[config.mk]
export PLATFORM = sky130hd
export DESIGN_NAME = commutation_blanking_deadtime
export DESIGN_NICKNAME = d
export VERILOG_FILES = /design/src/inc/commutation_pkg.sv /design/src/commutation_blanking_deadtime.sv /design/src/lockout_cell.sv
export SDC_FILE = /design/constraint.sdc
export NUM_CORES = 1
export LEC_CHECK = 0
export BUFFER_PORTS_ARGS = -buffer_cell sky130_fd_sc_hd__buf_2
export CORE_MARGIN = 2
export CORE_UTILIZATION = 40
export DETAILED_ROUTE_END_ITERATION = 7
export HOLD_SLACK_MARGIN = 0.06
export PLACE_DENSITY = 0.69
export SYNTH_ARGS = -nofsm -noshare
export SYNTH_HDL_FRONTEND = slang
export SYNTH_SLANG_ARGS = --single-unit
[constraint.sdc]
create_clock -name pclk -period 2.75 [get_ports pclk]
set_clock_uncertainty 0.15 [all_clocks]
set_input_delay 0 -clock pclk [delete_from_list [all_inputs] [get_ports pclk]]
set_output_delay 0 -clock pclk [all_outputs]
set_load 0.05 [all_outputs]
[src/inc/commutation_pkg.sv]
// Constants, encodings and register map of the commutation blanking and dead-time block.
// Assumes one pclk domain and an APB slave with 32-bit data.
package commutation_pkg;
  localparam logic [7:0]  ADDR_CTRL      = 8'h00;
  localparam logic [7:0]  ADDR_STATUS    = 8'h04;
  localparam logic [7:0]  ADDR_TACH_LEN  = 8'h08;
  localparam logic [7:0]  ADDR_POSITION  = 8'h0c;
  localparam int          CTRL_DIR       = 0;
  localparam int          CTRL_QUAD      = 1;
  localparam int          CTRL_FAULT     = 2;
  localparam logic [2:0]  CTRL_RESET     = 3'h0;
  localparam logic [15:0] TACH_LEN_RESET = 16'h0010;
  localparam logic [1:0]  BLANK_PERIODS  = 2'h2;
  localparam logic [1:0]  DEAD_PERIODS   = 2'h2;
  localparam logic [31:0] UNMAPPED_READ  = 32'h0000_0000;
endpackage

[src/commutation_blanking_deadtime.sv]
// Position blanking latches, commutation decode and cross-conduction lockout with APB access.
// Assumes sensor and oscillator inputs synchronous to pclk; fault_reset from UV/fault logic.
module commutation_blanking_deadtime
  import commutation_pkg::*;
(
  input  wire logic        pclk,
  input  wire logic        presetn,
  input  wire logic        psel,
  input  wire logic        penable,
  input  wire logic        pwrite,
  input  wire logic [7:0]  paddr,
  input  wire logic [31:0] pwdata,
  output logic             pready,
  output logic             pslverr,
  output logic [31:0]      prdata,
  input  wire logic        position_sensor_1,
  input  wire logic        position_sensor_2,
  input  wire logic        position_sensor_3,
  input  wire logic        osc_clk,
  input  wire logic        fault_reset,
  input  wire logic        current_sense_pos,
  input  wire logic        current_sense_neg,
  output logic             sense_active,
  output logic             tach_out,
  output logic [2:0]       low_side_drive,
  output logic [2:0]       high_side_drive
);
  typedef enum logic [0:0] {OPEN, BLANK} latch_state_t;

  latch_state_t st_q, st_d;
  logic [2:0]  pos_q, pos_d;
  logic [1:0]  blank_q, blank_d;
  logic [15:0] tach_cnt_q, tach_cnt_d;
  logic [15:0] tach_len_q, tach_len_d;
  logic [2:0]  ctrl_q, ctrl_d;
  logic        osc_q;
  logic [2:0]  lo_q, hi_q;
  logic [31:0] prdata_q, prdata_d;
  logic        sense_q;
  logic [2:0]  lo_req, hi_req, lo_en, hi_en;
  logic [5:0]  lock;
  logic        osc_rise, clear, changed, tach_busy, acc, wr;
  logic [2:0]  sensors;

  assign sensors  = {position_sensor_3, position_sensor_2, position_sensor_1};
  assign osc_rise = osc_clk && !osc_q;
  assign clear    = fault_reset || ctrl_q[CTRL_FAULT];
  assign tach_busy = tach_cnt_q != 16'h0000;
  assign changed  = sensors != pos_q;
  assign acc      = psel && penable;
  assign wr       = acc && pwrite;

  // Returns {high, low} one-hot, phase A in bit 0; never the same phase on both sides
  function automatic logic [5:0] commutate(input logic [2:0] h, input logic dir);
    logic [5:0] r;
    r = 6'h00;
    unique case ({dir, h[0], h[1], h[2]})
      4'b1001: r = {3'b001, 3'b010};
      4'b1011: r = {3'b001, 3'b100};
      4'b1010: r = {3'b010, 3'b100};
      4'b1110: r = {3'b010, 3'b001};
      4'b1100: r = {3'b100, 3'b001};
      4'b1101: r = {3'b100, 3'b010};
      4'b0101: r = {3'b010, 3'b100};
      4'b0100: r = {3'b001, 3'b100};
      4'b0110: r = {3'b001, 3'b010};
      4'b0010: r = {3'b100, 3'b010};
      4'b0011: r = {3'b100, 3'b001};
      4'b0001: r = {3'b010, 3'b001};
      default: r = 6'h00;
    endcase
    return r;
  endfunction

  // Table gives high-side on as pin low; here 1 means that high driver is on
  always_comb begin
    logic [5:0] c;
    c = commutate(pos_q, ctrl_q[CTRL_DIR]);
    lo_req = c[2:0];
    hi_req = c[5:3];
  end

  always_comb begin
    st_d       = st_q;
    pos_d      = pos_q;
    blank_d    = blank_q;
    tach_cnt_d = tach_cnt_q;
    if (tach_busy) begin
      tach_cnt_d = tach_cnt_q - 16'h0001;
    end
    unique case (st_q)
      OPEN: begin
        if (changed && !tach_busy) begin
          pos_d      = sensors;
          st_d       = BLANK;
          blank_d    = 2'h0;
          tach_cnt_d = tach_len_q;
        end
      end
      BLANK: begin
        if (osc_rise) begin
          if (blank_q == BLANK_PERIODS - 2'h1) begin
            st_d    = OPEN;
            blank_d = 2'h0;
          end else begin
            blank_d = blank_q + 2'h1;
          end
        end
      end
    endcase
    if (clear) begin
      st_d       = OPEN;
      blank_d    = 2'h0;
      tach_cnt_d = 16'h0000;
    end
  end

  always_ff @(posedge pclk or negedge presetn) begin
    if (!presetn) begin
      st_q       <= OPEN;
      pos_q      <= 3'h0;
      blank_q    <= 2'h0;
      tach_cnt_q <= 16'h0000;
      osc_q      <= 1'b0;
    end else begin
      st_q       <= st_d;
      pos_q      <= pos_d;
      blank_q    <= blank_d;
      tach_cnt_q <= tach_cnt_d;
      osc_q      <= osc_clk;
    end
  end

  // Opposing driver and its lock both gate; the lock lags its drive by one cycle
  assign lo_en = clear ? 3'h0 : (lo_req & ~(lock[5:3] | hi_q));
  assign hi_en = clear ? 3'h0 : (hi_req & ~(lock[2:0] | lo_q));

  genvar g;
  generate
    for (g = 0; g < 3; g++) begin : g_phase
      lockout_cell u_lo (
        .pclk       (pclk),
        .presetn    (presetn),
        .sync_clear (clear),
        .osc_rise   (osc_rise),
        .drive      (lo_q[g]),
        .lock       (lock[g])
      );
      lockout_cell u_hi (
        .pclk       (pclk),
        .presetn    (presetn),
        .sync_clear (clear),
        .osc_rise   (osc_rise),
        .drive      (hi_q[g]),
        .lock       (lock[g+3])
      );
    end
  endgenerate

  always_ff @(posedge pclk or negedge presetn) begin
    if (!presetn) begin
      lo_q    <= 3'h0;
      hi_q    <= 3'h0;
      sense_q <= 1'b0;
    end else begin
      lo_q    <= lo_en;
      hi_q    <= hi_en;
      sense_q <= ctrl_q[CTRL_QUAD] ? (current_sense_pos ^ current_sense_neg) : current_sense_pos;
    end
  end

  always_comb begin
    ctrl_d     = ctrl_q;
    tach_len_d = tach_len_q;
    prdata_d   = prdata_q;
    if (wr) begin
      unique case (paddr)
        ADDR_CTRL:     ctrl_d = pwdata[2:0];
        ADDR_TACH_LEN: tach_len_d = pwdata[15:0];
        default:       ctrl_d = ctrl_q;
      endcase
    end
    if (psel && !penable && !pwrite) begin
      unique case (paddr)
        ADDR_CTRL:     prdata_d = {29'h0, ctrl_q};
        ADDR_STATUS:   prdata_d = {18'h0, lock, hi_q, lo_q, tach_busy, st_q == BLANK};
        ADDR_TACH_LEN: prdata_d = {16'h0, tach_len_q};
        ADDR_POSITION: prdata_d = {29'h0, pos_q};
        default:       prdata_d = UNMAPPED_READ;
      endcase
    end
  end

  always_ff @(posedge pclk or negedge presetn) begin
    if (!presetn) begin
      ctrl_q     <= CTRL_RESET;
      tach_len_q <= TACH_LEN_RESET;
      prdata_q   <= 32'h0000_0000;
    end else begin
      ctrl_q     <= ctrl_d;
      tach_len_q <= tach_len_d;
      prdata_q   <= prdata_d;
    end
  end

  assign pready          = 1'b1;
  assign pslverr         = 1'b0;
  assign prdata          = prdata_q;
  assign low_side_drive  = lo_q;
  assign high_side_drive = hi_q;
  assign tach_out        = tach_busy;
  assign sense_active    = sense_q;
endmodule

[src/lockout_cell.sv]
// One lockout flip-flop with its dead-time counter.
// Assumes osc_rise is a one-cycle pulse per oscillator period.
module lockout_cell
  import commutation_pkg::*;
(
  input  wire logic pclk,
  input  wire logic presetn,
  input  wire logic sync_clear,
  input  wire logic osc_rise,
  input  wire logic drive,
  output logic      lock
);
  logic       lock_q, lock_d;
  logic [1:0] cnt_q, cnt_d;

  always_comb begin
    lock_d = lock_q;
    cnt_d  = cnt_q;
    // Set wins over clear so a driver still on never loses its lock
    if (drive) begin
      lock_d = 1'b1;
      cnt_d  = 2'h0;
    end else if (sync_clear) begin
      lock_d = 1'b0;
      cnt_d  = 2'h0;
    end else if (lock_q && osc_rise) begin
      if (cnt_q == DEAD_PERIODS - 2'h1) begin
        lock_d = 1'b0;
        cnt_d  = 2'h0;
      end else begin
        cnt_d = cnt_q + 2'h1;
      end
    end
  end

  always_ff @(posedge pclk or negedge presetn) begin
    if (!presetn) begin
      lock_q <= 1'b0;
      cnt_q  <= 2'h0;
    end else begin
      lock_q <= lock_d;
      cnt_q  <= cnt_d;
    end
  end

  assign lock = lock_q;
endmodule

==> flow_metrics.env <==
export IMPL_status="finished clean"
export IMPL_routed_wl_um=10000
export IMPL_rsz0062_at_grt="false"
export IMPL_fill_cells=938
export IMPL_clockPowerShare=0.243
export IMPL_synth_common_cells="dfrtp_1 (82), nand2_1 (54), buf_4 (25)"
export IMPL_grt_usage=0.190
export IMPL_hold_path_class="input pin to flop"
export IMPL_cts_tree="yes"
export IMPL_antenna_left=0
export IMPL_switchingPower_w=0.00167
export IMPL_synth_top_area_share=0.491
export IMPL_num_io_pins=94
export IMPL_cp_end_kind="flop"
export IMPL_dp_hpwl_um=6850
export IMPL_hold_viol_final=0
export IMPL_instances_no_fill=621
export IMPL_critPathArrivalTime_ns=2.49
export IMPL_grt_ovfl_total=0
export IMPL_synth_cell_type_count=55
export IMPL_antenna_found_initial=0
export IMPL_clk_pin_slew_ns=0.08
export IMPL_met1_length_um=4590
export IMPL_grt_pass1_wl_um=16700
export IMPL_cp_cell_sequence="inv_1 -> ha_1 -> nor4b_4 -> nand4_4 -> nor3_2 -> buf_4 -> mux2_2"
export IMPL_cts_buffers_inserted=9
export IMPL_regArea_um2=2080
export IMPL_max_stage_delay_ns=0.39
export IMPL_fin_crit_ns=2.40
export IMPL_dr_wl_met3_um=611
export IMPL_drive_above_1_share=0.268
export IMPL_criticalPathCategory="flop to flop"
export IMPL_worstSkewPairLatency_ns=0.36
export IMPL_detail_route_first_pass_iterations=4
export IMPL_dieWidth_um=106
export IMPL_post_cts_resized=0
export IMPL_num_rows=37
export IMPL_die_area_um2=11300
export IMPL_dp_cells=574
export IMPL_grt_pass1_vias=3349
export IMPL_postCtsSetupRepairBufs=0
export IMPL_clock_sinks=83
export IMPL_wl_per_cell_um=16.2
export IMPL_critPathSlowestCell="dfrtp_1"
export IMPL_syn_area_per_cell_um2=10.5
export IMPL_grt_max_degree=84
export IMPL_critPathLaunchType="flop"
export IMPL_crit_family="simple AND/OR/NAND/NOR gates"
export IMPL_gp_congestion=0.825
export IMPL_setup_violations=0
export IMPL_utilization=0.494
export IMPL_multi_input_area_um2=1880
export IMPL_p_leak_nw=2.32
export IMPL_pwr_share_seq=0.403
export IMPL_top_layer="met4"
export IMPL_cts_root_buf="clkbuf_8"
export IMPL_synth_async_sr_flop_share=1.00
export IMPL_worstPathMaxFanout=6
export IMPL_fmax_mhz=416
export IMPL_power_density_nw_per_um2=855
export IMPL_start_util=0.408
export IMPL_diodes=0
export IMPL_met2_length_um=4660
export IMPL_intPower_w=0.00265
export IMPL_drcViolationCount=0
export IMPL_syn_inst=399
export IMPL_synth_area_um2=4180
export IMPL_yosysTopAreaCell="dfrtp_1"
export IMPL_p_total_w=0.00432
export IMPL_cts_buffer_depth=2
export IMPL_synthTopCellsByArea="dfrtp_1 (49%), mux2_2 (6.2%), nand2_1 (4.9%)"
export IMPL_slew_violations=0
export IMPL_p_comb_frac=0.354
export IMPL_io_buffers=59
export IMPL_cp_buffers_inverters=2
export IMPL_relSlewSlack=0.299
export IMPL_area_growth_pct=21.0
export IMPL_yosysSeqAreaShare=0.497
export IMPL_synth_flop_cell="dfrtp_1"
export IMPL_drv_cap=0
export IMPL_nNetsFinal=535
export IMPL_switching_share=0.386
export IMPL_ir_worst_vdd_uv=361
export IMPL_ys_warn_count=0
export IMPL_vias_per_cell=5.36
export IMPL_fin_crit_sh=0.874
export IMPL_fin_tns_setup_ns=0
export IMPL_cp_required_ns=2.84
export IMPL_vias=3329
export IMPL_yosysMostFrequentCell="dfrtp_1"
export IMPL_drtIter0Drc=181
export IMPL_core_area_um2=10200
export IMPL_ys_ff_latch=83
export IMPL_cts_htree_levels=3
export IMPL_hold_ws_ns=0.0674
export IMPL_synth_enable_flop_cells=0
export IMPL_worst_pin_slew_ns=1.05
export IMPL_die_y_um=106
## flip-flops by register name (all words and copies together) (netlist names)
| signal | count |
|---|---|
| low_side_drive | 3 |
| prdata | 16 |
| blank_q | 2 |
| tach_cnt_q | 16 |
| g_phase.u_lo.lock | 3 |
| pos_q | 3 |
| g_phase.u_hi.lock | 3 |
| sense_active | 1 |
| g_phase.u_lo.cnt_q | 6 |
| osc_q | 1 |
| g_phase.u_hi.cnt_q | 6 |
| st_q | 1 |
| tach_len_q | 16 |
| high_side_drive | 3 |
| ctrl_q | 3 |
## stage by stage
| stage | instance area [µm²] | worst slack (ns) |
|---|---|---|
| final | 5060 | 0.347 |
| after global routing | 5060 | 0.161 |
| after CTS | 5060 | 0.354 |
| after detailed placement | 4500 | 0.396 |
| after global placement | 4500 | 0.439 |
| after floorplan | 4240 | 0.257 |
## cells by family (layout without fill, tap and decap cells)
| logic type | Yosys count | count (layout) | synth area share |
|---|---|---|---|
| muxes | 30 | 30 | 0.0847 |
| buffers and inverters | 47 | 117 | 0.0668 |
| AOI/OAI and AO/OA | 79 | 79 | 0.127 |
| xor gates and xnor gates | 16 | 16 | 0.0335 |
| DFF | 83 | 83 | 0.497 |
| other | 2 | 18 | 0.00180 |
| adders and majority gates | 2 | 2 | 0.00599 |
| and+or+nand+nor | 140 | 140 | 0.183 |
## worst register-to-register path, stage by stage, from the launching register on
cell	delay [ns]
dfrtp_1	0.39
inv_1	0.13
ha_1	0.21
nor4b_4	0.38
nand4_4	0.21
nor3_2	0.30
buf_4	0.20
mux2_2	0.33
## final timing paths
kind | startpoint | endpoint | slack (ns) | cells past startpoint
max | tach_cnt_q[0]$_DFF_PN0_ | pos_q[0]$_DFFE_PN0P_ | 0.35 | 7
min | paddr[6] | prdata[1]$_DFFE_PN0P_ | 0.07 | 7
max reg2reg | tach_cnt_q[0]$_DFF_PN0_ | pos_q[0]$_DFFE_PN0P_ | 0.35 | 7
min reg2reg | prdata[14]$_DFFE_PN0P_ | prdata[14]$_DFFE_PN0P_ | 0.34 | 2
max in group asynchronous | presetn | st_q$_DFF_PN0_ | 1.57 | 2
min in group asynchronous | presetn | prdata[8]$_DFFE_PN0P_ | 0.23 | 2
## cell type report
| type | instances | area share |
|---|---|---|
| Tap cell | 136 | 0.0336 |
| Clock inverter | 6 | 0.0225 |
| Timing Repair Buffer | 99 | 0.134 |
| Sequential cell | 83 | 0.411 |
| Clock buffer | 9 | 0.0245 |
| Inverter | 3 | 0.00223 |
| Multi-Input combinational cell | 285 | 0.372 |
## metal layers
layer | up-vias | GRT usage
met2 | 106 | 0.299
met5 | - | 0
met1 | 1649 | 0.263
met4 | 0 | 0.0630
li1 | 1560 | -
met3 | 14 | 0.0386
## timing repair
action                                  4_1_cts  5_1_grt
hold buffers                                 32        0
endpoints found under the hold margin       131        0
endpoints found under the setup margin        0        0
## layout by cell type (no fill, tap or decap), types with 3 or more instances in the layout
cell and instances:
dfrtp_1 82, buf_2 58, nand2_1 54, dlygate4sd3_1 32, a21oi_1 23, mux2_2 23, nor2_1 21, conb_1 18
a22oi_1 14, nor3_1 13, o31ai_1 11, xor2_1 10, nor4_1 10, clkbuf_8 9, buf_4 9, nor2b_1 8
a31oi_1 7, nand3b_1 7, xnor2_1 6, a31o_2 6, mux2i_1 5, nand3_1 5, o21ai_0 5, inv_1 3
bufinv_16 3
## power groups by stage
stage          clock network, W  registers (W)  logic [W]
3_3_place_gp                  0        0.00175    0.00146
2_1_floorplan                 0        0.00164    0.00129
6_report                0.00105        0.00174    0.00153
4_1_cts                 0.00107        0.00174    0.00153
3_5_place_dp                  0        0.00176    0.00149
5_1_grt                 0.00113        0.00178    0.00169
Power figures use the tool's default switching activity.
